===== src/common/lrs_regs.vh =====
`ifndef LRS_REGS_VH
`define LRS_REGS_VH
// ****************************************
// register offsets (byte addresses)
// ****************************************
`define LRS_OFS_RSVD_A     8'h4c
`define LRS_OFS_RSVD_B     8'h4d
`define LRS_OFS_IDENT      8'h51
`define LRS_OFS_RSVD_C     8'h52
`define LRS_OFS_RSVD_D     8'h56
`define LRS_OFS_RSVD_E     8'h57
`define LRS_OFS_RSVD_F     8'h58
`define LRS_OFS_RSVD_G     8'h59
`define LRS_OFS_RSVD_H     8'h5a
`define LRS_OFS_RSVD_I     8'h5b
`define LRS_OFS_RSVD_J     8'h5c
`define LRS_OFS_OVERRIDE   8'h5e
`define LRS_OFS_ROUTE      8'h5f
// ****************************************
// reset values
// ****************************************
`define LRS_RST_RSVD_A     8'h00
`define LRS_RST_RSVD_B     8'h00
`define LRS_RST_RSVD_C     8'h00
`define LRS_RST_RSVD_D     8'h10
`define LRS_RST_RSVD_E     8'h64
`define LRS_RST_RSVD_F     8'h21
`define LRS_RST_RSVD_G     8'h00
`define LRS_RST_RSVD_H     8'h54
`define LRS_RST_RSVD_I     8'h54
`define LRS_RST_RSVD_J     8'h00
`define LRS_RST_OVERRIDE   8'h00
`define LRS_RST_ROUTE      8'h00
// arbitrary identification value, not any real part's code
`define LRS_IDENT_VALUE    8'h5a
// ****************************************
// field positions
// ****************************************
`define LRS_OVR_LANE1_BIT  2
`define LRS_OVR_LANE0_BIT  1
`define LRS_OVR_INEN_BIT   0
`define LRS_LANE1_HI       7
`define LRS_LANE1_LO       6
`define LRS_LANE0_HI       5
`define LRS_LANE0_LO       4
`define LRS_INEN_HI        3
`define LRS_INEN_LO        2
// ****************************************
// input-enable mode codes
// ****************************************
`define LRS_INEN_NORMAL    2'h0
`define LRS_INEN_RESERVED  2'h1
`define LRS_INEN_AUTO      2'h2
`define LRS_INEN_DUAL_OUTPUT_DRIVE    2'h3
`endif


===== src/verilog/lrs_lane_route.v =====
`timescale 1ns/10ps
`include "lrs_regs.vh"
// ****************************************
// one lane: decode select and mode to enables
// ****************************************
module lrs_lane_route (
  input  wire [1:0] sel_in,
  input  wire [1:0] mode_in,
  input  wire       rxdet_a_in,
  input  wire       rxdet_b_in,
  output reg        input_a_out,
  output reg        input_b_out,
  output reg        output_a_out,
  output reg        output_b_out,
  output reg        term_a_out,
  output reg        term_b_out
);
  // select code: high bit picks input A, low bit picks output A
  always @* begin
    input_a_out  = sel_in[1];                            // [RULE5] [RULE6]
    input_b_out  = ~sel_in[1];
    output_a_out = sel_in[0];
    output_b_out = ~sel_in[0];
    term_a_out   = 1'b0;
    term_b_out   = 1'b0;
    case (mode_in)
      `LRS_INEN_NORMAL: begin                            // [RULE7]
        term_a_out = sel_in[1];                          // [RULE10]
        term_b_out = ~sel_in[1];
      end
      `LRS_INEN_AUTO: begin                              // [RULE8]
        // selected input enabled only if a far receiver is detected
        input_a_out  = sel_in[1] & rxdet_a_in;
        input_b_out  = ~sel_in[1] & rxdet_b_in;
        term_a_out   = input_a_out;
        term_b_out   = input_b_out;
      end
      `LRS_INEN_DUAL_OUTPUT_DRIVE: begin                            // [RULE9]
        output_a_out = 1'b1;
        output_b_out = 1'b1;
        term_a_out   = sel_in[1];                        // [RULE10]
        term_b_out   = ~sel_in[1];
      end
      default: begin
        // reserved code: treated as normal, behaviour is undefined anyway
        term_a_out = sel_in[1];                          // [RULE11]
        term_b_out = ~sel_in[1];
      end
    endcase
  end
endmodule // lrs_lane_route


===== src/verilog/lrs_route_regs.v =====
`timescale 1ns/10ps
`include "lrs_regs.vh"
// Overview of operation
// RULE1: with override bit 2 set, lane 1 routing comes from the control register, not its pin.
// RULE2: with override bit 1 set, lane 0 routing comes from the control register, not its pin.
// RULE3: with override bit 0 set, input-enable mode comes from the control register, not its pin.
// RULE4: a cleared override bit, the reset state, lets the pin decide that field.
// RULE5: lane 1 code 00 B-in/B-out, 01 B-in/A-out, 10 A-in/B-out, 11 A-in/A-out.
// RULE6: lane 0 uses the same four-code routing as lane 1.
// RULE7: mode 00 is normal operation with fan-out off and selects choosing A or B.
// RULE8: mode 10 is automatic, receiver detect plus selects decide the enables, fan-out off.
// RULE9: mode 11 drives both outputs of each lane while staying normal.
// RULE10: in modes 00 and 11 the selected input stays enabled and terminated.
// RULE11: software must not write mode 01, which is reserved and undefined.
// RULE12: each effective field is the register value if overridden, else the pin, every clock. Outputs update only on clocks with clk_en_in high.
module lrs_route_regs (
  input  wire       core_clk_in,
  input  wire       rst_in,
  input  wire       clk_en_in,
  // register port
  input  wire [7:0] reg_addr_in,
  input  wire [7:0] reg_wdata_in,
  input  wire       reg_wr_in,
  input  wire       reg_rd_in,
  output reg  [7:0] reg_rdata_out,
  output reg        reg_rvalid_out,
  // four-level pins, already decoded to two bits each
  input  wire [1:0] lane1_route_select_in,
  input  wire [1:0] lane0_route_select_in,
  input  wire [1:0] input_enable_pin_in,
  // receiver detect per lane, per side
  input  wire [1:0] rxdet_a_in,
  input  wire [1:0] rxdet_b_in,
  // routing result, bit index is the lane except dual_output_drive_out and input_enable_mode_out, which hold the fan-out flag and the mode code
  output reg  [1:0] input_a_en_out,
  output reg  [1:0] input_b_en_out,
  output reg  [1:0] output_a_en_out,
  output reg  [1:0] output_b_en_out,
  output reg  [1:0] term_a_en_out,
  output reg  [1:0] term_b_en_out,
  output reg        dual_output_drive_out,
  output reg  [1:0] input_enable_mode_out
);
  // ****************************************
  // register storage
  // ****************************************
  reg  [7:0] pin_override_control;
  reg  [7:0] route_select_control;
  reg  [7:0] reserved_cfg [0:9];
  reg  [3:0] rsvd_idx;
  reg        rsvd_hit;
  reg  [7:0] next_rdata;
  wire [7:0] rsvd_reset [0:9];

  assign rsvd_reset[0] = `LRS_RST_RSVD_A;
  assign rsvd_reset[1] = `LRS_RST_RSVD_B;
  assign rsvd_reset[2] = `LRS_RST_RSVD_C;
  assign rsvd_reset[3] = `LRS_RST_RSVD_D;
  assign rsvd_reset[4] = `LRS_RST_RSVD_E;
  assign rsvd_reset[5] = `LRS_RST_RSVD_F;
  assign rsvd_reset[6] = `LRS_RST_RSVD_G;
  assign rsvd_reset[7] = `LRS_RST_RSVD_H;
  assign rsvd_reset[8] = `LRS_RST_RSVD_I;
  assign rsvd_reset[9] = `LRS_RST_RSVD_J;

  // reserved address decode; they only store, nothing reads them internally
  always @* begin
    rsvd_hit = 1'b1;
    rsvd_idx = 4'h0;
    case (reg_addr_in)
      `LRS_OFS_RSVD_A: rsvd_idx = 4'h0;
      `LRS_OFS_RSVD_B: rsvd_idx = 4'h1;
      `LRS_OFS_RSVD_C: rsvd_idx = 4'h2;
      `LRS_OFS_RSVD_D: rsvd_idx = 4'h3;
      `LRS_OFS_RSVD_E: rsvd_idx = 4'h4;
      `LRS_OFS_RSVD_F: rsvd_idx = 4'h5;
      `LRS_OFS_RSVD_G: rsvd_idx = 4'h6;
      `LRS_OFS_RSVD_H: rsvd_idx = 4'h7;
      `LRS_OFS_RSVD_I: rsvd_idx = 4'h8;
      `LRS_OFS_RSVD_J: rsvd_idx = 4'h9;
      default:         rsvd_hit = 1'b0;
    endcase
  end

  // ****************************************
  // writes
  // ****************************************
  genvar gi;
  generate
    for (gi = 0; gi < 10; gi = gi + 1) begin : g_rsvd
      always @(posedge core_clk_in) begin
        if (rst_in) begin
          reserved_cfg[gi] <= rsvd_reset[gi];
        end else if (clk_en_in && reg_wr_in && rsvd_hit && rsvd_idx == gi) begin
          reserved_cfg[gi] <= reg_wdata_in;
        end
      end
    end
  endgenerate

  // only the documented override bits are kept; upper bits read zero
  always @(posedge core_clk_in) begin
    if (rst_in) begin
      pin_override_control <= `LRS_RST_OVERRIDE;                 // [RULE4]
      route_select_control <= `LRS_RST_ROUTE;
    end else if (clk_en_in && reg_wr_in) begin
      if (reg_addr_in == `LRS_OFS_OVERRIDE) begin
        pin_override_control <= {5'h00, reg_wdata_in[2:0]};
      end
      if (reg_addr_in == `LRS_OFS_ROUTE) begin
        route_select_control <= {reg_wdata_in[7:2], 2'h0};
      end
    end
  end

  // ****************************************
  // reads, one cycle after the strobe
  // ****************************************
  always @* begin
    next_rdata = 8'h00;
    if (rsvd_hit) begin
      next_rdata = reserved_cfg[rsvd_idx];
    end else begin
      case (reg_addr_in)
        `LRS_OFS_IDENT:    next_rdata = `LRS_IDENT_VALUE;
        `LRS_OFS_OVERRIDE: next_rdata = pin_override_control;
        `LRS_OFS_ROUTE:    next_rdata = route_select_control;
        default:           next_rdata = 8'h00;
      endcase
    end
  end

  always @(posedge core_clk_in) begin
    if (rst_in) begin
      reg_rdata_out  <= 8'h00;
      reg_rvalid_out <= 1'b0;
    end else if (clk_en_in) begin
      reg_rvalid_out <= reg_rd_in;
      if (reg_rd_in) begin
        reg_rdata_out <= next_rdata;
      end
    end
  end

  // ****************************************
  // effective selection: register or pin
  // ****************************************
  reg  [1:0] eff_sel [0:1];
  reg  [1:0] eff_mode;

  always @* begin
    eff_sel[1] = pin_override_control[`LRS_OVR_LANE1_BIT] ?       // [RULE1] [RULE12]
                 route_select_control[`LRS_LANE1_HI:`LRS_LANE1_LO] :
                 lane1_route_select_in;                           // [RULE4]
    eff_sel[0] = pin_override_control[`LRS_OVR_LANE0_BIT] ?       // [RULE2] [RULE12]
                 route_select_control[`LRS_LANE0_HI:`LRS_LANE0_LO] :
                 lane0_route_select_in;                           // [RULE4]
    eff_mode   = pin_override_control[`LRS_OVR_INEN_BIT] ?        // [RULE3] [RULE12]
                 route_select_control[`LRS_INEN_HI:`LRS_INEN_LO] :
                 input_enable_pin_in;                             // [RULE4]
  end

  // ****************************************
  // per-lane decode, registered onto the outputs
  // ****************************************
  wire [1:0] dec_in_a;
  wire [1:0] dec_in_b;
  wire [1:0] dec_out_a;
  wire [1:0] dec_out_b;
  wire [1:0] dec_term_a;
  wire [1:0] dec_term_b;

  generate
    for (gi = 0; gi < 2; gi = gi + 1) begin : g_lane
      lrs_lane_route u_lane (
        .sel_in       (eff_sel[gi]),
        .mode_in      (eff_mode),
        .rxdet_a_in   (rxdet_a_in[gi]),
        .rxdet_b_in   (rxdet_b_in[gi]),
        .input_a_out  (dec_in_a[gi]),
        .input_b_out  (dec_in_b[gi]),
        .output_a_out (dec_out_a[gi]),
        .output_b_out (dec_out_b[gi]),
        .term_a_out   (dec_term_a[gi]),
        .term_b_out   (dec_term_b[gi])
      );
    end
  endgenerate

  // outputs refresh every enabled clock so pin changes follow on the next enabled edge
  always @(posedge core_clk_in) begin
    if (rst_in) begin
      input_a_en_out        <= 2'h0;
      input_b_en_out        <= 2'h0;
      output_a_en_out       <= 2'h0;
      output_b_en_out       <= 2'h0;
      term_a_en_out         <= 2'h0;
      term_b_en_out         <= 2'h0;
      dual_output_drive_out <= 1'b0;
      input_enable_mode_out <= 2'h0;
    end else if (clk_en_in) begin
      input_a_en_out        <= dec_in_a;                          // [RULE12]
      input_b_en_out        <= dec_in_b;
      output_a_en_out       <= dec_out_a;
      output_b_en_out       <= dec_out_b;
      term_a_en_out         <= dec_term_a;
      term_b_en_out         <= dec_term_b;
      dual_output_drive_out <= (eff_mode == `LRS_INEN_DUAL_OUTPUT_DRIVE);    // [RULE9]
      input_enable_mode_out <= eff_mode;
    end
  end
endmodule // lrs_route_regs


===== config.mk =====
export PLATFORM = sky130hd
export DESIGN_NAME = lrs_route_regs
export DESIGN_NICKNAME = d
export VERILOG_FILES = /design/src/verilog/lrs_lane_route.v /design/src/verilog/lrs_route_regs.v
export VERILOG_INCLUDE_DIRS = /design/src /design/src/common
export SDC_FILE = /design/constraint.sdc
export NUM_CORES = 1
export LEC_CHECK = 0
export CAP_MARGIN = 20
export CORE_ASPECT_RATIO = 1.1
export CORE_MARGIN = 4
export CORE_UTILIZATION = 57
export CTS_CLUSTER_SIZE = 16
export DETAILED_ROUTE_END_ITERATION = 16
export DONT_BUFFER_PORTS = 1
export PLACE_DENSITY_LB_ADDON = 0.25
export SYNTH_ARGS = -nofsm -noshare
export SYNTH_HDL_FRONTEND = slang
export SYNTH_SLANG_ARGS = --single-unit

===== constraint.sdc =====
create_clock -name core_clk_in -period 3.5 [get_ports core_clk_in]
set_clock_uncertainty 0.05 [all_clocks]
set_input_delay 1.05 -clock core_clk_in [delete_from_list [all_inputs] [get_ports core_clk_in]]
set_output_delay 1.05 -clock core_clk_in [all_outputs]
set_load 0.05 [all_outputs]

==> results of run 1 <==
-- state kept, by name, summed over array words and instances (netlist names) --
| register | cells |
|---|---|
| reg_rdata_out | 8 |
| output_b_en_out | 2 |
| route_select_control | 6 |
| output_a_en_out | 2 |
| term_b_en_out | 2 |
| reserved_cfg | 80 |
| input_enable_mode_out | 2 |
| reg_rvalid_out | 1 |
| dual_output_drive_out | 1 |
| term_a_en_out | 2 |
| pin_override_control | 3 |
-- Yosys cell counts (2+ instances only) --
cell type | instances | area share
sky130_fd_sc_hd__a211oi_1 | 10 | 0.013
sky130_fd_sc_hd__a21o_1 | 2 | 0.0027
sky130_fd_sc_hd__a21oi_1 | 17 | 0.015
sky130_fd_sc_hd__a221o_1 | 2 | 0.0036
sky130_fd_sc_hd__a221oi_1 | 8 | 0.013
sky130_fd_sc_hd__a22oi_1 | 5 | 0.0067
sky130_fd_sc_hd__a31oi_1 | 2 | 0.0022
sky130_fd_sc_hd__a32oi_1 | 3 | 0.0047
sky130_fd_sc_hd__and2_1 | 72 | 0.081
sky130_fd_sc_hd__and2b_1 | 3 | 0.0040
sky130_fd_sc_hd__and3_1 | 4 | 0.0045
sky130_fd_sc_hd__buf_2 | 10 | 0.0089
sky130_fd_sc_hd__buf_4 | 7 | 0.0094
sky130_fd_sc_hd__clkbuf_1 | 21 | 0.014
sky130_fd_sc_hd__dfxtp_1 | 29 | 0.10
sky130_fd_sc_hd__edfxtp_1 | 80 | 0.43
sky130_fd_sc_hd__inv_1 | 4 | 0.0027
sky130_fd_sc_hd__mux2_2 | 12 | 0.024
sky130_fd_sc_hd__mux2i_1 | 19 | 0.034
sky130_fd_sc_hd__mux4_2 | 5 | 0.020
sky130_fd_sc_hd__nand2_1 | 26 | 0.017
sky130_fd_sc_hd__nand2b_1 | 8 | 0.0089
sky130_fd_sc_hd__nand3_1 | 11 | 0.0098
sky130_fd_sc_hd__nand3b_1 | 2 | 0.0027
sky130_fd_sc_hd__nand4_1 | 2 | 0.0022
sky130_fd_sc_hd__nor2_1 | 35 | 0.023
sky130_fd_sc_hd__nor2b_1 | 7 | 0.0078
sky130_fd_sc_hd__nor3_1 | 12 | 0.011
sky130_fd_sc_hd__nor4_4 | 2 | 0.0076
sky130_fd_sc_hd__o2111ai_1 | 2 | 0.0031
sky130_fd_sc_hd__o211ai_1 | 5 | 0.0067
sky130_fd_sc_hd__o21a_1 | 4 | 0.0054
sky130_fd_sc_hd__o21ai_0 | 17 | 0.015
sky130_fd_sc_hd__o221a_2 | 4 | 0.0080
sky130_fd_sc_hd__o221ai_1 | 2 | 0.0031
sky130_fd_sc_hd__o22ai_1 | 3 | 0.0034
sky130_fd_sc_hd__o41ai_1 | 4 | 0.0063
sky130_fd_sc_hd__or3_1 | 10 | 0.011
sky130_fd_sc_hd__or3b_2 | 2 | 0.0031
-- cell type report --
class,instances,area (sq um),share of cell area
Sequential cell,109,2980,0.502
Clock inverter,2,13.8,0.00232
Multi-Input combinational cell,346,2400,0.405
Inverter,4,15.0,0.00253
Timing Repair Buffer,25,188,0.0316
Tap cell,117,146,0.0246
Clock buffer,14,194,0.0326
-- final timing paths --
| path | start | endpoint | slack [ns] | cells past startpoint |
|---|---|---|---|---|
| setup / recovery | reg_addr_in[0] | reserved_cfg[0][1] | 0.77 | 6 |
| hold / removal | route_select_control[7] | route_select_control[7] | 0.51 | 2 |
| setup reg to reg | pin_override_control[0] | term_b_en_out[1] | 1.76 | 5 |
| hold reg to reg | route_select_control[7] | route_select_control[7] | 0.51 | 2 |
-- cell families after synthesis --
logic type      Yosys count  synth area share
simple gates            207             0.214
flops                   109             0.533
compound gates          103             0.138
buf+inv                  43            0.0371
mux                      36            0.0783
-- layer usage --
metal,GRT usage,share of wire
met1,0.362,0.42
met2,0.381,0.45
met3,0.0545,0.087
met4,0.0875,0.035
met5,0,0
-- placed cells by master, fill, tap and decap left out, types with 5 or more instances in the layout --
master / instances
sky130_fd_sc_hd__a211oi_1: 10
sky130_fd_sc_hd__a21oi_1: 17
sky130_fd_sc_hd__a221oi_1: 8
sky130_fd_sc_hd__a22oi_1: 5
sky130_fd_sc_hd__and2_1: 72
sky130_fd_sc_hd__buf_4: 25
sky130_fd_sc_hd__clkbuf_8: 12
sky130_fd_sc_hd__dfxtp_1: 29
sky130_fd_sc_hd__edfxtp_1: 80
sky130_fd_sc_hd__mux2_2: 12
sky130_fd_sc_hd__mux2i_1: 19
sky130_fd_sc_hd__mux4_2: 5
sky130_fd_sc_hd__nand2_1: 26
sky130_fd_sc_hd__nand2b_1: 8
sky130_fd_sc_hd__nand3_1: 11
sky130_fd_sc_hd__nor2_1: 35
sky130_fd_sc_hd__nor2b_1: 7
sky130_fd_sc_hd__nor3_1: 12
sky130_fd_sc_hd__o211ai_1: 5
sky130_fd_sc_hd__o21ai_0: 17
sky130_fd_sc_hd__or3_1: 10
-- through the flow --
stage	instance area [sq um]	total power [W]	utilization	worst slack [ns]	hold WS [ns]
after floorplan	5600	0.00169	-	0.0859	0.430
after global placement	5740	0.00172	0.604	0.473	0.474
after detailed placement	5740	0.00172	0.604	0.468	0.490
after CTS	5940	0.00248	0.626	0.847	0.508
after global routing	5940	0.00255	0.626	0.630	0.544
final	5940	0.00247	0.626	0.767	0.508
-- power groups by stage --
stage	logic, W	registers (W)	clock network, W
floorplan	0.000161	0.00153	0
global placement	0.000167	0.00155	0
detailed placement	0.000170	0.00155	0
CTS	0.000171	0.00152	0.000783
global route	0.000186	0.00153	0.000834
finish	0.000172	0.00152	0.000775
-- worst max-delay path, delay by kind of cell --
kind	cells	cell delay (ns)
compound gates	4	1.13
simple gates	1	0.35
buf+inv	1	0.24
==> insert_results.sql, run 1 <==
INSERT INTO impl_metrics (metric_group, metric, value, unit) VALUES
('status', 'run_status', 'finished, final reports clean', ''),
('sta', 'setup_total_negative_slack', '0', 'ns'),
('floorplanning', 'floorplan_die_height', '112', 'microns'),
('floorplanning', 'ioPinCount', '55', ''),
('clock_tree', 'clkSlewWorstSetupHoldPaths', '0.10', 'ns'),
('pwr', 'power.clock.fraction', '0.314', ''),
('grt', 'grt_start_max_net_pins', '31', ''),
('pwr', 'cell_internal_pwr', '0.00188', 'W'),
('clock_tree', 'cts_resized', '0', ''),
('floorplanning', 'row_count', '37', ''),
('finish', 'fillerInstances', '767', ''),
('synthesis', 'postSynthAreaPerCell', '11.2', 'sq um'),
('finish', 'finalNonFillerCells', '617', ''),
('sta', 'period_share', '0.781', ''),
('hold_path', 'holdCritPathClass', 'reg2reg', ''),
('sta', 'final_period_minus_worst_setup_slack', '2.73', 'ns'),
('sta', 'grt_setup_unrepaired', 'false', ''),
('floorplanning', 'core_box_area', '9490', 'sq um'),
('pwr', 'power.density_cell_area', '415', 'nW/um^2'),
('finish', 'nets', '526', ''),
('setup_path', 'worst-endpoint-required', '3.55', 'ns'),
('synthesis', 'yosysSeqAreaShare', '0.533', ''),
('setup_path', 'crit_path_start_kind', 'primary input', ''),
('finish', 'final_layout_size_suffix_gt1_frac', '0.146', ''),
('grt', 'first_pass_grt_wire_length', '21800', 'microns'),
('synthesis', 'yosysWarnings', '0', ''),
('synthesis', 'syn_inst', '498', ''),
('clock_tree', 'postCtsSetupRepairBufs', '0', ''),
('detailed_routing', 'routed_via_density', '6.46', ''),
('pwr', 'power_frac_comb', '0.070', ''),
('clock_tree', 'clock_tree.root_cell', 'sky130_fd_sc_hd__clkbuf_8', ''),
('sta', 'hold_violations', '0', ''),
('finish', 'layout-area-overhead-vs-synth', '6.24', '%'),
('setup_path', 'data_arrival_critical_path', '2.78', 'ns'),
('placement', 'buffer_ports.inserted', '0', ''),
('pwr', 'power_frac_seq', '0.616', ''),
('sta', 'setup_viol', '0', ''),
('pwr', 'net-switching-power', '0.000590', 'W'),
('synthesis', 'synth.cell_area', '5600', 'sq um'),
('sta', 'timing.final.max_slew_violations', '0', ''),
('clock_tree', 'tritoncts', 'yes', ''),
('synthesis', 'synth-edff-count', '80', ''),
('placement', 'dp_hpwl', '10200', 'microns'),
('flow_run', 'timing.max_cap.violations', '0', ''),
('synthesis', 'dominantRegCellSynth', 'sky130_fd_sc_hd__edfxtp_1', ''),
('synthesis', 'syn_nets', '529', ''),
('placement', 'finalWeightedCongestion', '0.963', ''),
('clock_tree', 'holdBufCountCts', '0', ''),
('clock_tree', 'cts_buffer_depth', '2', ''),
('detailed_routing', 'routed_wl', '14100', 'microns'),
('detailed_routing', 'drcViolationCount', '0', ''),
('clock_tree', 'cts_htree_levels', '3', ''),
('sta', 'worstMarginPinSlew', '0.978', 'ns'),
('detailed_routing', 'detailedRoute.firstPassIterationCount', '6', ''),
('setup_path', 'crit_path_top_delay_cell', 'sky130_fd_sc_hd__o41ai_1', ''),
('detailed_routing', 'detailroute.via_count', '3987', ''),
('grt', 'antenna_found_initial', '0', ''),
('grt', 'overflow', '0', ''),
('grt', 'grt_pass1_vias', '3809', ''),
('setup_path', 'crit_chain', 'and2b_1, a22o_1, o21a_1, o21ai_1, o41ai_1, buf_4', ''),
('floorplanning', 'starting_density_of_the_core', '0.590', ''),
('clock_tree', 'clock_sink_count', '109', ''),
('pwr', 'max-vdd-ir-drop', '0.000278', 'V'),
('sta', 'top_achievable_clock_speed', '0.366', 'GHz'),
('setup_path', 'critical-path-max-stage-delay', '0.46', 'ns'),
('sta', 'slew_headroom', '0.347', ''),
('pwr', 'leakage', '2.07', 'nW'),
('placement', 'placed_cells', '601', ''),
('setup_path', 'largest_fanout_of_any_net_on_the_critical_path', '21', ''),
('clock_tree', 'total_clock_buffers_created_by_cts', '9', ''),
('pwr', 'netSwitchingFraction', '0.239', ''),
('floorplanning', 'horizontal_die_dimension', '102', 'microns'),
('floorplanning', 'die-area', '11500', 'sq um'),
('detailed_routing', 'routedWlPerCell', '22.8', 'microns'),
('grt', 'grt_use_total', '0.253', ''),
('clock_tree', 'clock_insertion_delay_worst_skew', '0.37', 'ns'),
('synthesis', 'number_of_distinct_library_cells_after_synthesis', '64', ''),
('finish', 'diodes', '0', ''),
('synthesis', 'number_of_register_bits_inferred_by_synthesis', '109', ''),
('synthesis', 'asyncSetResetFlopFracSynth', '0', ''),
('setup_path', 'path_class', 'in2reg', ''),
('setup_path', 'cp-end-kind', 'register', ''),
('detailed_routing', 'route.antenna.remaining_nets', '0', ''),
('detailed_routing', 'first_iter_violations', '406', '');
(Power assumes the default switching activity.)
==> inputs of run 2 (changes only) <==
==> constraint.sdc (replaced) <==
create_clock -name core_clk_in -period 2.47 [get_ports core_clk_in]
set_clock_uncertainty 0.05 [all_clocks]
set_input_delay 0.741 -clock core_clk_in [delete_from_list [all_inputs] [get_ports core_clk_in]]
set_output_delay 0.741 -clock core_clk_in [all_outputs]
set_load 0.05 [all_outputs]
==> insert_results.sql, run 2 (same netlist as run 1, synthesis figures left out) <==
INSERT INTO impl_metrics (metric_group, metric, value, unit) VALUES
('hold_path', 'hp-start', 'rst_in', ''),
('grt', 'first_pass_grt_wire_length', '23500', 'microns'),
('finish', 'finalNonFillerCells', '656', ''),
('clock_tree', 'cts_htree_levels', '3', ''),
('setup_path', 'data_arrival_critical_path', '2.53', 'ns'),
('placement', 'detailed_place.area', '6140', 'sq um'),
('finish', 'flip_flop_count_of_the_largest_register_after_layout', '80', ''),
('grt', 'grt_pass1_vias', '4303', ''),
('detailed_routing', 'detailroute.via_count', '4302', ''),
('sta', 'worstMarginPinSlew', '0.664', 'ns'),
('grt', 'globalRouteMet2Util', '0.405', ''),
('pwr', 'power.density_cell_area', '559', 'nW/um^2'),
('clock_tree', 'holdBufCountCts', '0', ''),
('setup_path', 'path_class', 'in2reg', ''),
('hold_path', 'holdCritPathClass', 'in2reg', ''),
('finish', 'regMostFlops', 'reserved_cfg', ''),
('flow_run', 'timing.max_cap.violations', '0', ''),
('setup_path', 'worst_r2r_endpoint', 'term_b_en_out[0]', ''),
('floorplanning', 'horizontal_die_dimension', '102', 'microns'),
('setup_path', 'worst_r2r_path_depth', '5', ''),
('hold_path', 'hold_path_depth', '1', ''),
('sta', 'setup_viol', '0', ''),
('setup_path', 'critical-path-max-stage-delay', '0.31', 'ns'),
('placement', 'placed_cells', '640', ''),
('detailed_routing', 'first_iter_violations', '511', ''),
('sta', 'period_share', '0.930', ''),
('pwr', 'max-vdd-ir-drop', '0.000419', 'V'),
('clock_tree', 'cts_buffer_depth', '2', ''),
('grt', 'overflow', '0', ''),
('detailed_routing', 'routed_wl', '14900', 'microns'),
('placement', 'finalWeightedCongestion', '1.03', ''),
('clock_tree', 'clkSlewWorstSetupHoldPaths', '0.10', 'ns'),
('placement', 'dp_hpwl', '11100', 'microns'),
('detailed_routing', 'drcViolationCount', '0', ''),
('detailed_routing', 'detailedRoute.firstPassIterationCount', '6', ''),
('clock_tree', 'tritoncts', 'yes', ''),
('grt', 'grt_use_total', '0.273', ''),
('placement', 'pre_cts_worst_setup_slack', '-0.183', 'ns'),
('finish', 'layout_commonest_cell', 'sky130_fd_sc_hd__edfxtp_1', ''),
('setup_path', 'largest_fanout_of_any_net_on_the_critical_path', '13', ''),
('detailed_routing', 'routedWlPerCell', '22.6', 'microns'),
('grt', 'globalRoute.busiestLayer', 'met2', ''),
('finish', 'final_layout_size_suffix_gt1_frac', '0.223', ''),
('clock_tree', 'clock_insertion_delay_worst_skew', '0.38', 'ns'),
('grt', 'global_route.usage.met1', '0.368', ''),
('setup_path', 'reg2reg_from', 'pin_override_control[0]', ''),
('finish', 'layout-area-overhead-vs-synth', '13.2', '%'),
('sta', 'hold_violations', '0', ''),
('setup_path', 'ff2ff_setup_slack', '0.70', 'ns'),
('grt', 'antenna_found_initial', '0', ''),
('floorplanning', 'core_box_area', '9490', 'sq um'),
('clock_tree', 'postCtsSetupRepairBufs', '0', ''),
('sta', 'final_period_minus_worst_setup_slack', '2.30', 'ns'),
('clock_tree', 'clock_sink_count', '109', ''),
('sta', 'timing.final.max_slew_violations', '0', ''),
('status', 'run_status', 'finished, final reports clean', ''),
('floorplanning', 'row_count', '37', ''),
('finish', 'reg_top3', 'reserved_cfg (80), reg_rdata_out (8), route_select_control (6)', ''),
('floorplanning', 'floorplan_die_height', '112', 'microns'),
('grt', 'grt_start_max_net_pins', '31', ''),
('finish', 'finalCoreUtilization', '0.668', ''),
('floorplanning', 'ioPinCount', '55', ''),
('clock_tree', 'cts_resized', '0', ''),
('pwr', 'leakage', '2.33', 'nW'),
('detailed_routing', 'route.antenna.remaining_nets', '0', ''),
('grt', 'grt.met3_usage', '0.0589', ''),
('hold_path', 'holdPathEnd', 'reg_rvalid_out', ''),
('setup_path', 'crit_path_top_delay_cell', 'sky130_fd_sc_hd__a211oi_1', ''),
('sta', 'grt_setup_unrepaired', 'false', ''),
('setup_path', 'crit_chain', 'nor2b_1, a32o_2, buf_4, a32oi_4, buf_4, mux2i_1, a221oi_1, a211oi_1', ''),
('sta', 'setup_ws', '0.173', 'ns'),
('setup_path', 'bufs_and_invs_on_worst_path', '2', ''),
('sta', 'slew_headroom', '0.555', ''),
('setup_path', 'crit_path_start_kind', 'primary input', ''),
('finish', 'layout_common_cells', 'sky130_fd_sc_hd__edfxtp_1, sky130_fd_sc_hd__and2_1, sky130_fd_sc_hd__buf_4', ''),
('setup_path', 'crit_start', 'reg_addr_in[4]', ''),
('clock_tree', 'total_clock_buffers_created_by_cts', '9', ''),
('setup_path', 'worst-endpoint-required', '2.70', 'ns'),
('finish', 'layout.cell_area.non_filler', '6340', 'sq um'),
('clock_tree', 'clock_tree.root_cell', 'sky130_fd_sc_hd__clkbuf_8', ''),
('setup_path', 'cp-end-kind', 'register', ''),
('setup_path', 'timing.critical_path.max_delay_family', 'compound AO/OA/AOI/OAI gates', ''),
('floorplanning', 'starting_density_of_the_core', '0.590', ''),
('floorplanning', 'die-area', '11500', 'sq um'),
('finish', 'nets', '565', ''),
('setup_path', 'crit_top_cell', 'sky130_fd_sc_hd__buf_4', ''),
('detailed_routing', 'routed_via_density', '6.56', ''),
('sta', 'top_achievable_clock_speed', '0.435', 'GHz'),
('placement', 'buffer_ports.inserted', '0', ''),
('setup_path', 'critical_path_depth', '8', ''),
('finish', 'diodes', '0', '');
-- run 2: cell count changes in the layout (fill, tap and decap cells not counted), moves of 2 or more --
cell	before	now
sky130_fd_sc_hd__buf_4	25	63
sky130_fd_sc_hd__clkbuf_8	12	9
sky130_fd_sc_hd__clkinv_1	0	2
sky130_fd_sc_hd__inv_6	0	3
sky130_fd_sc_hd__o21ai_0	17	11
sky130_fd_sc_hd__o21ai_1	1	3
sky130_fd_sc_hd__o21ai_2	0	3
sky130_fd_sc_hd__o41ai_1	4	0
sky130_fd_sc_hd__o41ai_4	0	4
-- run 2: power by group --
part,internal (W),switching [W]
registers,0.00204,0.0000887
clock network,0.000473,0.000616
logic,0.000139,0.000183
total,0.00265,0.000887
-- run 2: worst max path at each step --
stage	end	slack (ns)
floorplan	reserved_cfg[9][0]	-0.11
finish	reg_rdata_out[4]	0.17
CTS	reg_rdata_out[4]	0.23
global route	reg_rdata_out[2]	0.09
detailed placement	reg_rdata_out[4]	-0.18
global placement	reg_rdata_out[4]	-0.07
-- run 2: worst reg2reg max path, delay by kind of cell (launching register included) --
kind	cells	cell delay, ns
simple gates	3	0.67
compound gates	2	0.50
flops	1	0.49
-- run 2: metrics by stage --
stage               total power, W  setup TNS, ns  hold WS, ns
floorplan                  0.00241          -5.99        0.430
global placement           0.00248          -1.64        0.398
detailed placement         0.00249          -6.13        0.407
CTS                        0.00355              0        0.347
global route               0.00367              0        0.336
finish                     0.00354              0        0.360
-- run 2: routing by layer --
metal,wire length [microns],part of all wire,up-vias
met4,796,0.054,0
met2,6800,0.46,257
li1,-,-,1924
met5,0,0,-
met1,5890,0.40,2054
met3,1370,0.092,67
-- run 2: area by class of cell --
class                           count  area, sq um
Fill cell                         745         3150
Sequential cell                   109         2980
Clock inverter                      7         71.3
Tap cell                          117          146
Clock buffer                        9          124
Multi-Input combinational cell    346         2500
Timing Repair Buffer               64          493
Inverter                            4         15.0
